[src/verilog/eewc_pkg.sv]
// package for the parallel EEPROM write controller: register map, pin timing, states
// assumes a 125 MHz sys_clk; all counts derive from the times below
package eewc_pkg;

  // ----------------------------------------------------------------------
  // clock and timing
  // ----------------------------------------------------------------------
  localparam int CLK_PERIOD_PS = 8000;
  localparam int STROBE_LOW_NS = 50;          // least strobe low width
  localparam int STROBE_HIGH_NS = 50;         // least gap between page strobes
  localparam int STROBE_HIGH_MAX_NS = 1000;   // longest gap between page strobes
  localparam int BUSY_DELAY_NS = 150;         // strobe_to_busy_delay
  localparam int SETUP_US = 1;                // erase enable-to-strobe setups
  localparam int ERASE_PULSE_MS = 10;
  localparam int ERASE_REARM_MS = 3;
  localparam int READ_ACCESS_NS = 150;        // read access allowance
  localparam int PAGE_BYTES = 64;

  localparam int STROBE_LOW_CYC = (STROBE_LOW_NS * 1000 + CLK_PERIOD_PS - 1) / CLK_PERIOD_PS;
  localparam int STROBE_HIGH_CYC = (STROBE_HIGH_NS * 1000 + CLK_PERIOD_PS - 1) / CLK_PERIOD_PS;
  localparam int STROBE_HIGH_MAX_CYC = (STROBE_HIGH_MAX_NS * 1000) / CLK_PERIOD_PS;
  localparam int BUSY_DELAY_CYC = (BUSY_DELAY_NS * 1000 + CLK_PERIOD_PS - 1) / CLK_PERIOD_PS;
  localparam int SETUP_CYC = (SETUP_US * 1000000 + CLK_PERIOD_PS - 1) / CLK_PERIOD_PS;
  localparam int READ_CYC = (READ_ACCESS_NS * 1000 + CLK_PERIOD_PS - 1) / CLK_PERIOD_PS;
  // erase pulse is 1250000 cycles and rearm 375000: top-level parameters
  localparam int ERASE_PULSE_CYC_DEF = ERASE_PULSE_MS * 125000;
  localparam int ERASE_REARM_CYC_DEF = ERASE_REARM_MS * 125000;

  // ----------------------------------------------------------------------
  // register map (byte offsets)
  // ----------------------------------------------------------------------
  localparam logic [7:0] REG_CMD = 8'h00;     // write: start command
  localparam logic [7:0] REG_ADDR = 8'h04;    // array address
  localparam logic [7:0] REG_WDATA = 8'h08;   // byte to write
  localparam logic [7:0] REG_RDATA = 8'h0c;   // last byte read
  localparam logic [7:0] REG_STAT = 8'h10;    // live state
  localparam logic [7:0] REG_IRQ = 8'h14;     // sticky events, write 1 clears
  localparam logic [7:0] REG_MASK = 8'h18;    // interrupt mask

  localparam logic [1:0] CMD_WRITE = 2'h1;
  localparam logic [1:0] CMD_READ = 2'h2;
  localparam logic [1:0] CMD_ERASE = 2'h3;
  localparam int CMD_LAST_BIT = 2;            // cmd bit 2: last byte of page

  // sticky event bits
  localparam int EV_DONE = 0;                 // operation finished
  localparam int EV_WDONE = 1;                // internal write completed
  localparam int EV_REFUSED = 2;              // command refused while busy
  localparam int EV_PAGE = 3;                 // page crossing refused
  localparam int EV_W = 4;

  localparam int BIT_POLL = 7;
  localparam int BIT_ALT = 6;
  localparam int BIT_TIMER = 5;
  localparam int PAGE_HI = 12;
  localparam int PAGE_LO = 6;

  typedef enum logic [7:0] {
    EEWC_IDLE = 8'h01,
    EEWC_WLOW = 8'h02,
    EEWC_WHIGH = 8'h04,
    EEWC_RD = 8'h08,
    EEWC_POLL = 8'h10,
    EEWC_ESET = 8'h20,
    EEWC_EPULSE = 8'h40,
    EEWC_EHOLD = 8'h80
  } eewc_state_t;

endpackage

[src/verilog/eewc_top.sv]
// parallel EEPROM write controller: drives enables, address and data pins of the memory,
// detects end of write by data polling and toggle bit; the ready/busy line only shows in status
// assumes pins synchronous to sys_clk and an external pull-up on the ready/busy line
//
// How it works
// RULE1: status bits on data lines are valid only during a programming cycle.
// RULE2: internal write starts after the page-load timeout from the last byte.
// RULE3: polling bit reads inverted during the write, true after it.
// RULE4: alternating bit flips on each read during the write, first read zero.
// RULE5: write is over when alternating bit stops and real data returns.
// RULE6: page timer flag low while device awaits another page byte.
// RULE7: page timer flag high once the internal write starts.
// RULE8: write_done_n held low for the whole cycle, released after.
// RULE9: write_done_n goes low within 150 ns after the ending strobe.
// RULE10: standard 5 V write cycle ends within 3 ms.
// RULE11: fast 5 V write cycle ends within 1 ms.
// RULE12: low-voltage part: timeout at least 100 us, write within 5 ms.
// RULE13: page_select_bits stay the same on every strobe of a page.
// RULE14: write enable high between page strobes 50 ns to 1000 ns; the code times only the 56 ns minimum, the next strobe waits on software.
// RULE15: erase: chip enable low 1 us before write enable; pulse 10 ms.
// RULE16: erase: output enable 1 us before write enable rises; rearm within 3 ms.
// RULE17: completed chip erase leaves every byte reading all ones.
// RULE18: up to 64 bytes load in one page before the internal write.
// RULE19: no new array write until completion is seen.
//
// Our own choices: the address map and the AHB-Lite interface to the registers.
`timescale 1ns/10ps
module eewc_top
  import eewc_pkg::*;
#(
  parameter int ERASE_PULSE_CYC = ERASE_PULSE_CYC_DEF,
  parameter int ERASE_REARM_CYC = ERASE_REARM_CYC_DEF
) (
  input wire logic sys_clk,
  input wire logic rst,
  input wire logic hsel,
  input wire logic [31:0] haddr,
  input wire logic [1:0] htrans,
  input wire logic hwrite,
  input wire logic [2:0] hsize,
  input wire logic [31:0] hwdata,
  input wire logic hready,
  output logic [31:0] hrdata,
  output logic hreadyout,
  output logic hresp,
  output logic irq,
  output logic mem_ce_n,
  output logic mem_oe_n,
  output logic mem_oe_hv,
  output logic mem_we_n,
  output logic [12:0] mem_addr,
  input wire logic [7:0] mem_dq_in,
  output logic [7:0] mem_dq_out,
  output logic mem_dq_oe,
  input wire logic write_done_n
);

  // ----------------------------------------------------------------------
  // registers and wires
  // ----------------------------------------------------------------------
  eewc_state_t state_q;
  eewc_state_t state_d;
  logic [20:0] cnt_q;
  logic [20:0] cnt_d;
  logic [2:0] cmd_pulse;
  logic [12:0] addr_reg;
  logic [7:0] wdata_reg;
  logic [7:0] rdata_q;
  logic [7:0] rdata_d;
  logic [6:0] page_q;
  logic page_open_q;
  logic [6:0] nbytes_q;
  logic poll_true_q;
  logic [7:0] last_byte_q;
  logic alt_prev_q;
  logic have_prev_q;
  logic polling_q;
  logic erase_q;
  logic [EV_W-1:0] events;
  logic [7:0] status;
  logic busy;
  logic cmd_wr;
  logic cmd_rd;
  logic cmd_er;
  logic cmd_last;
  logic page_bad;
  logic cnt_done;
  logic poll_done;
  logic rd_sample;

  function automatic logic [20:0] cyc(input int n);
    cyc = 21'(n - 1);
  endfunction

  // ----------------------------------------------------------------------
  // bus slave
  // ----------------------------------------------------------------------
  eewc_ahb_regs u_regs (
    .sys_clk(sys_clk),
    .rst(rst),
    .hsel(hsel),
    .haddr(haddr),
    .htrans(htrans),
    .hwrite(hwrite),
    .hsize(hsize),
    .hwdata(hwdata),
    .hready(hready),
    .hrdata(hrdata),
    .hreadyout(hreadyout),
    .hresp(hresp),
    .cmd_pulse(cmd_pulse),
    .addr_q(addr_reg),
    .wdata_q(wdata_reg),
    .rdata(rdata_q),
    .status(status),
    .events(events),
    .irq(irq)
  );

  // ----------------------------------------------------------------------
  // command decode
  // ----------------------------------------------------------------------
  assign busy = (state_q != EEWC_IDLE);
  assign cmd_wr = (cmd_pulse[1:0] == CMD_WRITE) && !busy;
  assign cmd_rd = (cmd_pulse[1:0] == CMD_READ) && !busy;
  assign cmd_er = (cmd_pulse[1:0] == CMD_ERASE) && !busy;
  assign cmd_last = cmd_pulse[CMD_LAST_BIT];
  // a byte for another page, or a 65th byte, is refused and the page stays open
  assign page_bad = cmd_wr && page_open_q &&
                    ((addr_reg[PAGE_HI:PAGE_LO] != page_q) ||
                     (nbytes_q == 7'(PAGE_BYTES))); // RULE13 RULE18
  assign cnt_done = (cnt_q == 21'h0);
  assign rd_sample = (state_q == EEWC_RD || state_q == EEWC_POLL) && cnt_done;
  // end of write: poll bit true and alternating bit stable across two reads
  assign poll_done = (mem_dq_in[BIT_POLL] == last_byte_q[BIT_POLL]) &&
                     have_prev_q && (mem_dq_in[BIT_ALT] == alt_prev_q); // RULE3 RULE4 RULE5
  assign rdata_d = rd_sample ? mem_dq_in : rdata_q;

  assign status = {busy, polling_q, page_open_q, !write_done_n, erase_q,
                   poll_true_q, 2'b00};

  assign events[EV_DONE] = busy && (state_d == EEWC_IDLE);
  assign events[EV_WDONE] = (state_q == EEWC_POLL) && rd_sample && poll_done;
  assign events[EV_REFUSED] = (cmd_pulse[1:0] != 2'h0) && busy;
  assign events[EV_PAGE] = page_bad;

  // ----------------------------------------------------------------------
  // sequencer
  // ----------------------------------------------------------------------
  always_comb begin
    state_d = state_q;
    cnt_d = cnt_done ? cnt_q : cnt_q - 21'h1;
    unique case (state_q)
      EEWC_IDLE: begin
        if (cmd_wr && !page_bad && !polling_q) begin // RULE19
          state_d = EEWC_WLOW;
          cnt_d = cyc(STROBE_LOW_CYC);
        end else if (cmd_rd) begin
          state_d = polling_q ? EEWC_POLL : EEWC_RD;
          cnt_d = cyc(READ_CYC);
        end else if (cmd_er && !polling_q) begin
          state_d = EEWC_ESET;
          cnt_d = cyc(SETUP_CYC); // RULE15
        end
      end
      EEWC_WLOW: begin
        if (cnt_done) begin
          state_d = EEWC_WHIGH;
          cnt_d = cyc(STROBE_HIGH_CYC); // RULE14
        end
      end
      EEWC_WHIGH: begin
        if (cnt_done) begin
          state_d = EEWC_IDLE;
        end
      end
      EEWC_RD: begin
        if (cnt_done) begin
          state_d = EEWC_IDLE;
        end
      end
      EEWC_POLL: begin
        if (cnt_done) begin
          state_d = EEWC_IDLE;
        end
      end
      EEWC_ESET: begin
        if (cnt_done) begin
          state_d = EEWC_EPULSE;
          cnt_d = cyc(ERASE_PULSE_CYC); // RULE15
        end
      end
      EEWC_EPULSE: begin
        if (cnt_done) begin
          state_d = EEWC_EHOLD;
          cnt_d = cyc(SETUP_CYC); // RULE16
        end
      end
      EEWC_EHOLD: begin
        if (cnt_done) begin
          state_d = EEWC_IDLE;
        end
      end
    endcase
  end

  always_ff @(posedge sys_clk) begin
    if (rst) begin
      state_q <= EEWC_IDLE;
      cnt_q <= 21'h0;
      rdata_q <= 8'h0;
    end else begin
      state_q <= state_d;
      cnt_q <= cnt_d;
      rdata_q <= rdata_d;
    end
  end

  // ----------------------------------------------------------------------
  // page and write-cycle tracking
  // ----------------------------------------------------------------------
  // the page stays open until software marks the last byte; the device then
  // runs its own timeout and write, which only polling can see finish
  always_ff @(posedge sys_clk) begin
    if (rst) begin
      page_q <= 7'h0;
      page_open_q <= 1'b0;
      nbytes_q <= 7'h0;
      polling_q <= 1'b0;
      last_byte_q <= 8'h0;
      have_prev_q <= 1'b0;
      alt_prev_q <= 1'b0;
      poll_true_q <= 1'b0;
      erase_q <= 1'b0;
    end else begin
      if (cmd_wr && !page_bad && !polling_q) begin
        page_q <= addr_reg[PAGE_HI:PAGE_LO];
        page_open_q <= !cmd_last;
        nbytes_q <= page_open_q ? nbytes_q + 7'h1 : 7'h1;
        last_byte_q <= wdata_reg; // RULE3
        polling_q <= cmd_last; // RULE2 RULE6 RULE7
        have_prev_q <= 1'b0;
        poll_true_q <= 1'b0;
      end
      if (cmd_er && !polling_q) begin
        erase_q <= 1'b1;
        last_byte_q <= 8'hff; // RULE17
      end
      if (state_q == EEWC_EHOLD && cnt_done) begin
        erase_q <= 1'b0;
        polling_q <= 1'b1;
        have_prev_q <= 1'b0;
        poll_true_q <= 1'b0;
      end
      if (events[EV_WDONE]) begin
        polling_q <= 1'b0; // RULE1 RULE8
        poll_true_q <= 1'b1;
      end else if (state_q == EEWC_POLL && rd_sample) begin
        have_prev_q <= 1'b1;
        alt_prev_q <= mem_dq_in[BIT_ALT]; // RULE4
      end
    end
  end

  // ----------------------------------------------------------------------
  // pins, all from flip-flops
  // ----------------------------------------------------------------------
  always_ff @(posedge sys_clk) begin
    if (rst) begin
      mem_ce_n <= 1'b1;
      mem_oe_n <= 1'b1;
      mem_oe_hv <= 1'b0;
      mem_we_n <= 1'b1;
      mem_addr <= 13'h0;
      mem_dq_out <= 8'h0;
      mem_dq_oe <= 1'b0;
    end else begin
      mem_ce_n <= !(state_d == EEWC_WLOW || state_d == EEWC_RD || state_d == EEWC_POLL ||
                    state_d == EEWC_ESET || state_d == EEWC_EPULSE);
      mem_oe_n <= !(state_d == EEWC_RD || state_d == EEWC_POLL);
      mem_oe_hv <= (state_d == EEWC_ESET || state_d == EEWC_EPULSE); // RULE16
      mem_we_n <= !(state_d == EEWC_WLOW || state_d == EEWC_EPULSE);
      mem_dq_oe <= (state_d == EEWC_WLOW);
      if (cmd_wr || cmd_rd) begin
        mem_addr <= addr_reg;
        mem_dq_out <= wdata_reg;
      end
    end
  end

endmodule

[src/verilog/eewc_ahb_regs.sv]
// AHB-Lite slave holding the controller's own registers
// assumes a single master doing whole-word single transfers; always OKAY, no wait states
`timescale 1ns/10ps
module eewc_ahb_regs
  import eewc_pkg::*;
(
  input wire logic sys_clk,
  input wire logic rst,
  input wire logic hsel,
  input wire logic [31:0] haddr,
  input wire logic [1:0] htrans,
  input wire logic hwrite,
  input wire logic [2:0] hsize,
  input wire logic [31:0] hwdata,
  input wire logic hready,
  output logic [31:0] hrdata,
  output logic hreadyout,
  output logic hresp,
  output logic [2:0] cmd_pulse,
  output logic [12:0] addr_q,
  output logic [7:0] wdata_q,
  input wire logic [7:0] rdata,
  input wire logic [7:0] status,
  input wire logic [EV_W-1:0] events,
  output logic irq
);

  // ----------------------------------------------------------------------
  // address phase capture
  // ----------------------------------------------------------------------
  logic wr_pend_q;
  logic [7:0] wr_addr_q;
  logic [EV_W-1:0] irq_q;
  logic [EV_W-1:0] mask_q;
  logic [EV_W-1:0] irq_d;
  logic [31:0] rd_mux;
  logic take;
  logic wr_cmd;
  logic wr_irq;

  assign take = hsel && hready && htrans[1];
  assign hreadyout = 1'b1;
  assign hresp = 1'b0;
  assign wr_cmd = wr_pend_q && (wr_addr_q == REG_CMD);
  assign wr_irq = wr_pend_q && (wr_addr_q == REG_IRQ);
  assign cmd_pulse = wr_cmd ? hwdata[2:0] : 3'h0;
  // a new event wins over a write-one clear in the same cycle
  assign irq_d = (irq_q & ~(wr_irq ? hwdata[EV_W-1:0] : {EV_W{1'b0}})) | events;
  assign irq = |(irq_q & mask_q);

  assign rd_mux = (haddr[7:0] == REG_ADDR) ? {19'h0, addr_q} :
                  (haddr[7:0] == REG_WDATA) ? {24'h0, wdata_q} :
                  (haddr[7:0] == REG_RDATA) ? {24'h0, rdata} :
                  (haddr[7:0] == REG_STAT) ? {24'h0, status} :
                  (haddr[7:0] == REG_IRQ) ? {28'h0, irq_q} :
                  (haddr[7:0] == REG_MASK) ? {28'h0, mask_q} : 32'h0;

  always_ff @(posedge sys_clk) begin
    if (rst) begin
      wr_pend_q <= 1'b0;
      wr_addr_q <= 8'h0;
      hrdata <= 32'h0;
    end else begin
      wr_pend_q <= take && hwrite;
      wr_addr_q <= haddr[7:0];
      if (take && !hwrite) begin
        hrdata <= rd_mux;
      end
    end
  end

  always_ff @(posedge sys_clk) begin
    if (rst) begin
      addr_q <= 13'h0;
      wdata_q <= 8'h0;
      mask_q <= {EV_W{1'b0}};
      irq_q <= {EV_W{1'b0}};
    end else begin
      irq_q <= irq_d;
      if (wr_pend_q && wr_addr_q == REG_ADDR) begin
        addr_q <= hwdata[12:0];
      end
      if (wr_pend_q && wr_addr_q == REG_WDATA) begin
        wdata_q <= hwdata[7:0];
      end
      if (wr_pend_q && wr_addr_q == REG_MASK) begin
        mask_q <= hwdata[EV_W-1:0];
      end
    end
  end

endmodule

[config.mk]
export PLATFORM = sky130hd
export DESIGN_NAME = eewc_top
export DESIGN_NICKNAME = d
export VERILOG_FILES = /design/src/verilog/eewc_pkg.sv /design/src/verilog/eewc_top.sv /design/src/verilog/eewc_ahb_regs.sv
export SDC_FILE = /design/constraint.sdc
export NUM_CORES = 1
export LEC_CHECK = 0
export BUFFER_PORTS_ARGS = -buffer_cell sky130_fd_sc_hd__buf_2
export CORE_MARGIN = 2
export CORE_UTILIZATION = 50
export CTS_BUF_LIST = sky130_fd_sc_hd__clkbuf_4
export DETAILED_ROUTE_END_ITERATION = 12
export PLACE_DENSITY = 0.78
export SYNTH_ARGS = -nofsm -noshare
export SYNTH_HDL_FRONTEND = slang
export SYNTH_HIERARCHICAL = 1
export SYNTH_SLANG_ARGS = --single-unit
[constraint.sdc]
create_clock -name sys_clk -period 2.5 [get_ports sys_clk]
set_clock_uncertainty 0.05 [all_clocks]
set_input_delay 0 -clock sys_clk [delete_from_list [all_inputs] [get_ports sys_clk]]
set_output_delay 0 -clock sys_clk [all_outputs]
set_load 0.02 [all_outputs]
== Yosys cells after proc, flatten, opt, wreduce, memory -nomap -nowiden ==
Index checks and enable logic that the tools add are counted.

* Logic and storage cells: 157
* Input bits: 83
* Register bits: 161

* Bitwise operators: 5
* Equal/unequal tests: 32
* Reductions and logical operators: 55
* Mux-type cells: 37
* Add/subtract/negate cells: 2

{| class="wikitable"
|+ Operator list
! operator !! count
|-
| $mux W32 || 5
|-
| $mux W21 || 7
|-
| $pmux W21 S4 || 1
|-
| $mux W8 || 9
|-
| $eq A8 B5 Y1 const B || 7
|-
| $eq A8 B4 Y1 const B || 5
|-
| $pmux W8 S5 || 1
|-
| $logic_and A1 B1 Y1 || 25
|-
| $eq A8 B3 Y1 const B || 3
|-
| $logic_not A21 Y1 || 1
|-
| $sub A21 B1 Y21 const B || 1
|-
| $eq A8 B1 Y1 const B || 2
|-
| $eq A8 B2 Y1 const B || 2
|-
| $eq A8 B6 Y1 const B || 2
|-
| $eq A8 B7 Y1 const B || 2
|-
| $logic_or A1 B1 Y1 || 10
|-
| $logic_not A1 Y1 || 9
|-
| $mux W1 || 9
|-
| $and A4 B4 Y4 || 2
|-
| $eq A8 B8 Y1 const B || 1
|-
| $logic_not A8 Y1 || 1
|-
| $mux W4 || 2
|-
| $ne A8 B1 Y1 const B || 1
|-
| $reduce_or A4 Y1 || 2
|-
| other kinds (16) || 21
|}

== Depth between registers and ports, before layout ==
Gate-level depths: netlist of run 1.

* Depth in word-level cells: 18
* Mapped depth: 14

== Hierarchy ==
Netlist of run 1, hierarchy kept.

{| class="wikitable"
|+ Modules (own cells, without submodules)
! module !! area an instance (um^2) !! cells an instance !! times used
|-
| eewc_top || 4032.6 || 502 || 1
|-
| eewc_ahb_regs || 2468.6 || 267 || 1
|}

== Worst setup path after synthesis of run 1 ==
No wires, ideal clock.

* Path type: flip-flop to flip-flop
* From: reg state_q[3]
* To: reg nbytes_q[5]
* Path slack: -0.125 ns
* Setup time: 0.066 ns
* Stages on the path, launching flop included: 10
* Data required time: 2.384 ns
* Arrival: 2.508 ns
* Path through: dfxtp_1 > buf_6 > or4_4 > nor4b_4 > inv_4 > nor3_4 > and2_4 > nand3_2 > or4_4 > a21oi_2

* Longest elaborated chain between the ends: 8

{| class="wikitable"
|+ Ends and longest elaborated chain
! what !! line !! RTL
|-
| from (decl) || eewc_top.sv:61 || <nowiki>eewc_state_t state_q;</nowiki>
|-
| from (signal assigned) || eewc_top.sv:213 || <nowiki>state_q <= state_d;</nowiki>
|-
| $ne A8 B1 Y1 * || eewc_top.sv:123 || <nowiki>assign busy = (state_q != EEWC_IDLE);</nowiki>
|-
| via busy || eewc_top.sv:81 || <nowiki>logic busy;</nowiki>
|-
| $logic_not A1 Y1 * || eewc_top.sv:124 || <nowiki>assign cmd_wr = (cmd_pulse[1:0] == CMD_WRITE) && !busy;</nowiki>
|-
| $logic_and A1 B1 Y1 * || eewc_top.sv:124 ||
|-
| $logic_and A1 B1 Y1 (2 in series) || eewc_top.sv:129 || <nowiki>assign page_bad = cmd_wr && page_open_q &&</nowiki>
|-
| $logic_not A1 Y1 || eewc_top.sv:236 || <nowiki>if (cmd_wr && !page_bad && !polling_q) begin</nowiki>
|-
| $logic_and A1 B1 Y1 * (2 in series) || eewc_top.sv:236 ||
|-
| to (signal assigned) || eewc_top.sv:239 || <nowiki>nbytes_q <= page_open_q ? nbytes_q + 7'h1 : 7'h1;</nowiki>
|-
| to (decl) || eewc_top.sv:72 || <nowiki>logic [6:0] nbytes_q;</nowiki>
|}

The timed path passes the listed nets; every way through them passes the cells marked *.
A chain may end at the register's enable or synchronous reset.

== Final worst setup path of run 1 ==
* From: reg state_q[2]
* To: reg mem_we_n

* Longest elaborated chain between the ends: 13

{| class="wikitable"
|+ Ends and longest elaborated chain
! what !! line !! RTL
|-
| $ne A8 B1 Y1 * || eewc_top.sv:123 ||
|-
| via busy || eewc_top.sv:81 ||
|-
| $logic_not A1 Y1 * || eewc_top.sv:124, eewc_top.sv:125, eewc_top.sv:126 ||
|-
| $logic_and A1 B1 Y1 || eewc_top.sv:124 ||
|-
| $logic_and A1 B1 Y1 (2 in series) || eewc_top.sv:129 ||
|-
| $logic_not A1 Y1 || eewc_top.sv:155 || <nowiki>if (cmd_wr && !page_bad && !polling_q) begin</nowiki>
|-
| $logic_and A1 B1 Y1 (2 in series) || eewc_top.sv:155 ||
|-
| $mux W8 * || eewc_top.sv:155 ||
|-
| $pmux W8 S5 * || eewc_top.sv:153 || <nowiki>unique case (state_q)</nowiki>
|-
| $eq A8 B2 Y1 / $eq A8 B7 Y1 (equally long branches) || eewc_top.sv:282 || <nowiki>mem_we_n <= !(state_d == EEWC_WLOW || state_d == EEWC_EPULSE);</nowiki>
|-
| $logic_or A1 B1 Y1 * || eewc_top.sv:282 ||
|-
| $logic_not A1 Y1 * || eewc_top.sv:282 ||
|-
| to (signal assigned) || eewc_top.sv:282 ||
|-
| to (decl) || eewc_top.sv:50 || <nowiki>output logic mem_we_n,</nowiki>
|}

Marks and branches as above.

==> flow_summary.ini, run 1 <==
[finish]
layout-drive-gt1-share_pct = 22.83
syn_to_final_growth_pct = 25.92
nNetsFinal = 1009
finalNonFillerCells = 1105
antennaDiodeCount = 0
final_cell_mix = dfxtp_1 (133), nand2_1 (94), nor2_1 (91)
final_common_cell = dfxtp_1

[sta]
tightest_slew_ns = 1.037
setup_violations = 7
relSlewSlack_pct = 30.64
finalCriticalPeriod_ns = 2.583
finalWorstSetupSlack_ns = -0.08348
whs_ns = 0.1558
max_freq_mhz = 387.1
drv_slew = 0
rsz0062_at_grt = yes
period_share_pct = 103.3
hold_viol_final = 0

[setup_path]
required_ns = 2.88
critical_path_class = reg2reg
crit_chain = or4_4, nor4b_4, inv_4, buf_4, a211oi_4, a21oi_2, a31oi_1, and3_4, o2111ai_1
worstSetupEndpointType = flop
critPathArrivalTime_ns = 2.96
cp_num_buf_inv = 2
cp_slowest_cell = or4_4
critPathMaxStageDelay_ns = 0.56
cpLargestDelayFamily = simple AND/OR/NAND/NOR gates
worstPathMaxFanout = 5
crit_path_start_kind = flop

[pwr]
p_per_area_nw_per_um2 = 710.4
vdd_drop_max_uv = 370.0
leakage_nw = 3.357
p_total_mw = 5.816

[cts]
clock-root-buffer = clkbuf_4
path_clk_slew_ns = 0.13
cts_tree = yes
cts_buffers = 17
insertion_delay_ns = 0.57
h-tree-depth = 4
clock_sinks = 135
clockBufferDepth = 2

[drt]
vias_per_cell = 5.554
drt_first_pass_iters = 5
wl_per_cell_um = 15.85
first_iter_violations = 598
drcViolationCount = 0
drt-total-wl_um = 17510
vias = 6137
final_antenna_net_count = 0

[placed_design]
dp_slack_ns = -0.002653
dp_hpwl_um = 11270
numPortBuffers = 75
dpl.cell_count = 1026
globalplace.congestion = 0.8930

[global_routing]
grt_pass1_vias = 5775
grt_pass1_wl_um = 27830
gr-usage-all-layers_pct = 24.63
grt_overflow = 0
antenna_found_initial = 0
grt_start_max_net_pins = 39

[min_path]
hp-class = in2reg

[floorplan]
num_rows = 41
die_h_um = 118.0
fp.dieW_um = 118.0
pin_count = 144
start_util_pct = 51.31
core_um2 = 12670
die-area_um2 = 13930

[synthesis]
postSynthAreaPerCell_um2 = 8.454
synth-main-ff-cell = dfxtp_1
yosysSeqAreaShare_pct = 41.57
async_flop_share_pct = 0
synth_edf_count = 0
synth_cell_types = 72
syn_area_um2 = 6501
synth-seq-cells = 135
synth_top_area_share_pct = 41.57
yosysTopAreaCell = dfxtp_1
ys_warn_count = 6
synthTopCellsByArea = dfxtp_1 (42%), nand2_1 (5.5%), nor2_1 (5.5%)
synthCells = 769

[run]
max_cap_violations = 0

[run_status]
violations = negative setup slack
outcome = finished with violations
-- report_power, final --
| group | total, mW | internal [mW] | switching, mW |
|---|---|---|---|
| clock network | 1.55 | 0.696 | 0.857 |
| logic | 1.76 | 0.846 | 0.916 |
| registers | 2.50 | 2.32 | 0.183 |
-- sequential cells by signal (all words and copies together) (netlist names), 4 cells and up --
register / cells
cnt_q: 21
mem_addr: 13
mem_dq_out: 8
nbytes_q: 7
page_q: 7
rdata_q: 8
state_q: 8
u_regs/addr_q: 13
u_regs/hrdata: 13
u_regs/irq_q: 4
u_regs/mask_q: 4
u_regs/wdata_q: 8
u_regs/wr_addr_q: 8
-- worst register-to-register path: stages, from the launching register on --
cell       delay [ns]
dfxtp_2          0.34
or4_4            0.56
nor4b_4          0.34
inv_4            0.09
buf_4            0.17
a211oi_4         0.24
a21oi_2          0.08
a31oi_1          0.19
and3_4           0.25
o2111ai_1        0.13
-- metal layers --
| metal | wire length [µm] | global-route usage, % |
|---|---|---|
| met5 | 0 | 0 |
| met4 | 465 | 10.77 |
| met3 | 1074 | 5.523 |
| met2 | 8362 | 39.50 |
| met1 | 7608 | 31.79 |
-- Yosys cell counts, types with 4 or more instances --
master / number
dfxtp_1: 135
nand2_1: 96
nor2_1: 95
a21oi_1: 64
mux2i_1: 34
clkbuf_1: 28
inv_1: 23
nand3_1: 23
buf_4: 22
xnor2_1: 22
nand2b_1: 15
nand4_1: 15
a22oi_1: 12
nor2b_1: 12
nor3_1: 11
xor2_1: 11
and2_1: 10
o21ai_0: 10
nor4_1: 9
o22ai_1: 8
buf_2: 6
ha_1: 6
a211oi_1: 5
o2111a_1: 5
o211ai_1: 5
a222oi_1: 4
a31oi_1: 4
and3_1: 4
nor4b_1: 4
o221ai_1: 4
o31a_1: 4
or2_2: 4
-- metrics by stage --
stage / utilization (%) / area [µm²] / TNS, ns
after global placement: 57.25 / 7254 / 0
after floorplan: - / 6638 / -0.07500
after CTS: 63.17 / 8004 / -0.002148
after global routing: 64.61 / 8187 / -1.708
after detailed placement: 57.25 / 7254 / -0.002653
final: 64.61 / 8187 / -0.3018
-- what timing repair did --
item / in CTS / in global routing
setup buffers: 0 / 5
hold endpoints to repair: 85 / 0
endpoints found under the setup margin: 7 / 38
gates resized for setup: 3 / 35
pin swaps: 0 / 11
hold buffers: 43 / 0
-- layout make-up --
cell class                      count  area [µm²]
Fill cell                        1029        4484
Multi-Input combinational cell    569        3617
Sequential cell                   135        2705
Clock buffer                       17       127.6
Inverter                           24       92.59
Tap cell                          172       215.2
Timing Repair Buffer              173        1250
Clock inverter                     15       178.9
-- path summary, 6_finish.rpt --
path / start / end / cells past startpoint / slack, ns
setup / recovery: state_q[2] / mem_we_n / 9 / -0.08
hold / removal: hwdata[10] / u_regs/addr_q[10] / 4 / 0.16
setup reg to reg: state_q[2] / mem_we_n / 9 / -0.08
hold reg to reg: mem_dq_out[2] / mem_dq_out[2] / 2 / 0.41
-- kinds of logic after synthesis --
group	count (synthesis)	synth area share (%)
other cells	3	0.1732
mux	35	5.408
compound gates	145	14.72
xor+xnor	33	4.446
buf+inv	85	7.082
simple gates	327	25.44
flops	135	41.57
fa+ha+maj	6	1.155
(Power assumes the default switching activity.)
==> inputs of run 2 (changes only) <==
--- a/config.mk
+++ b/config.mk
@@ -10,7 +10,7 @@
 export CORE_UTILIZATION = 50
 export CTS_BUF_LIST = sky130_fd_sc_hd__clkbuf_4
 export DETAILED_ROUTE_END_ITERATION = 12
-export PLACE_DENSITY = 0.78
+export PLACE_DENSITY = 0.75
 export SYNTH_ARGS = -nofsm -noshare
 export SYNTH_HDL_FRONTEND = slang
 export SYNTH_HIERARCHICAL = 1
==> constraint.sdc (replaced) <==
create_clock -name sys_clk -period 3.04 [get_ports sys_clk]
set_clock_uncertainty 0.05 [all_clocks]
set_input_delay 0 -clock sys_clk [delete_from_list [all_inputs] [get_ports sys_clk]]
set_output_delay 0 -clock sys_clk [all_outputs]
set_load 0.02 [all_outputs]
==> run 2 against run 1 <==
  * The flow now finishes without violations
  * Utilization down 4.0 points
  * Maximum frequency down 9.6%
  * Worst setup slack better by 0.27 ns
  * Non-clock buffer count down 35
  * Die area unchanged
  * Via count down 6.6%
  * Cell count down 3.2%
  * Clock-buffer cell count unchanged
  * Clock power down 18%
  * Final area down 6.1%
  * Combinational power down 30%
  * Largest cell class unchanged
  * Largest power group unchanged
  * Highest routed layer unchanged
==> flow_summary.ini, run 2 (synthesis gave the netlist of run 1 again) <==
[sta]
drv_slew = 0
rsz0062_at_grt = no
finalCriticalPeriod_ns = 2.858
max_freq_mhz = 349.9
setup_violations = 0
relSlewSlack_pct = 38.46
hold_viol_final = 0
tns_ns = 0
tightest_slew_ns = 0.9103
period_share_pct = 94.02

[setup_path]
regToRegSetupSlack_ns = 0.18
worstSetupEndpointType = flop
rr_startpoint = u_regs/wr_addr_q[5]
r2r_end = cnt_q[15]
worstPathMaxFanout = 9
r2r_cells = 10
critPathArrivalTime_ns = 3.31
critical_path_class = reg2reg
critPathLaunch = u_regs/wr_addr_q[5]
required_ns = 3.49
endpoint = cnt_q[15]
crit_path_start_kind = flop

[floorplan]
fp.dieW_um = 118.0
num_rows = 41
die_h_um = 118.0
die-area_um2 = 13930
pin_count = 144
start_util_pct = 51.31
core_um2 = 12670

[drt]
vias_per_cell = 5.356
vias = 5731
first_iter_violations = 361
wl_per_cell_um = 14.69
final_antenna_net_count = 0
drcViolationCount = 0
drt-total-wl_um = 15720
drt_first_pass_iters = 6

[finish]
regMostFlops = cnt_q
syn_to_final_growth_pct = 18.19
final_cell_mix = dfxtp_1 (135), nand2_1 (96), nor2_1 (95)
largest_reg_flops = 21
nNetsFinal = 974
final_common_cell = dfxtp_1
layout-drive-gt1-share_pct = 16.61

[cts]
insertion_delay_ns = 0.57
cts_buffers = 17
clock-root-buffer = clkbuf_4
path_clk_slew_ns = 0.12
cts_tree = yes
h-tree-depth = 4
clockBufferDepth = 2
clock_sinks = 135

[pwr]
combPwrFrac_pct = 27.2
leakage_nw = 3.141
switching_share_pct = 32.93
vdd_drop_max_uv = 305.9
p_int_mw = 3.038
seqPwrFrac_pct = 44.8
p_per_area_nw_per_um2 = 589.5
p_total_mw = 4.530
p_sw_mw = 1.492
pwr-share-clk_pct = 28.1

[global_routing]
grt_pass1_vias = 5335
grt_overflow = 0
gr-usage-all-layers_pct = 22.72
antenna_found_initial = 1
grt_start_max_net_pins = 53
grt_pass1_wl_um = 25680

[placed_design]
globalplace.congestion = 0.9143
numPortBuffers = 75
dp_hpwl_um = 10640

[run_status]
outcome = complete, no violations

[run]
max_cap_violations = 0

[min_path]
hp-class = in2reg
run 2: changes by cell type in the layout (fill, tap and decap cells not counted), sizes merged:
cell,before,now
inv,26,29
buf,130,98
clkinvlp,3,1
diode,0,1
clkinv,7,5
dlygate4sd3,43,40
run 2: worst min path at each step:
| stage | startpoint | end | slack [ns] | cells after the start |
|---|---|---|---|---|
| after floorplan | haddr[0] | u_regs/wr_addr_q[0] | 0.08 | 1 |
| after global placement | mem_dq_in[3] | rdata_q[3] | 0.18 | 3 |
| after detailed placement | mem_dq_in[3] | rdata_q[3] | 0.19 | 3 |
| after CTS | hsel | u_regs/hrdata[9] | 0.07 | 5 |
| after global routing | hsel | u_regs/hrdata[8] | 0.15 | 5 |
| final | hsel | u_regs/hrdata[9] | 0.12 | 5 |
run 2: cell type report:
cell class | instances | area [µm²]
clock inverters | 14 | 172.7
fillers | 1124 | 4987
inverters | 24 | 92.59
flip-flops and latches | 135 | 2703
well taps | 172 | 215.2
diodes | 1 | 2.502
repair buffers | 138 | 950.9
multi-input cells | 569 | 3420
clock buffers | 17 | 127.6
run 2: worst max-delay path, cell delays in order (launching register included):
cell	delay (ns)
dfxtp_1	0.35
nor4b_4	0.34
and4bb_2	0.32
and2_1	0.20
inv_1	0.13
nand2_1	0.16
nor3_4	0.06
and2_4	0.23
or2_2	0.31
or3_1	0.50
a21oi_1	0.15
run 2: repair_timing:
item	CTS	global route
endpoints found under the hold margin	85	0
hold buffers	40	0
setup endpoints to repair	0	6
setup buffers	0	0
gates resized for setup	0	1
run 2: power groups by stage:
stage,Sequential [mW],Clock [mW],Combinational (mW)
final,2.03,1.27,1.23
after global routing,2.05,1.37,1.40
after CTS,2.02,1.29,1.22
after detailed placement,2.06,0,1.17
after global placement,2.06,0,1.16
after floorplan,2.04,0,0.953
run 2: per-stage QoR:
stage          area, µm²  hold WS (ns)  instances  utilization (%)  setup WS (ns)
2_1_floorplan       6576       0.07817        789                -         0.4153
3_3_place_gp        6974        0.1802        998            55.04         0.2943
3_5_place_dp        6974        0.1878        998            55.04         0.2333
4_1_cts             7675       0.06516       1069            60.57         0.1941
5_1_grt             7684        0.1511       1070            60.64        0.06909
6_report            7684        0.1195       1070            60.64         0.1818
run 2: layer usage:
metal,vias to the layer above,global-route usage (%),routed length (µm)
met3,24,4.893,888
li1,2875,-,-
met1,2669,29.50,7052
met4,0,7.982,308
met5,-,0,0
met2,163,37.32,7472
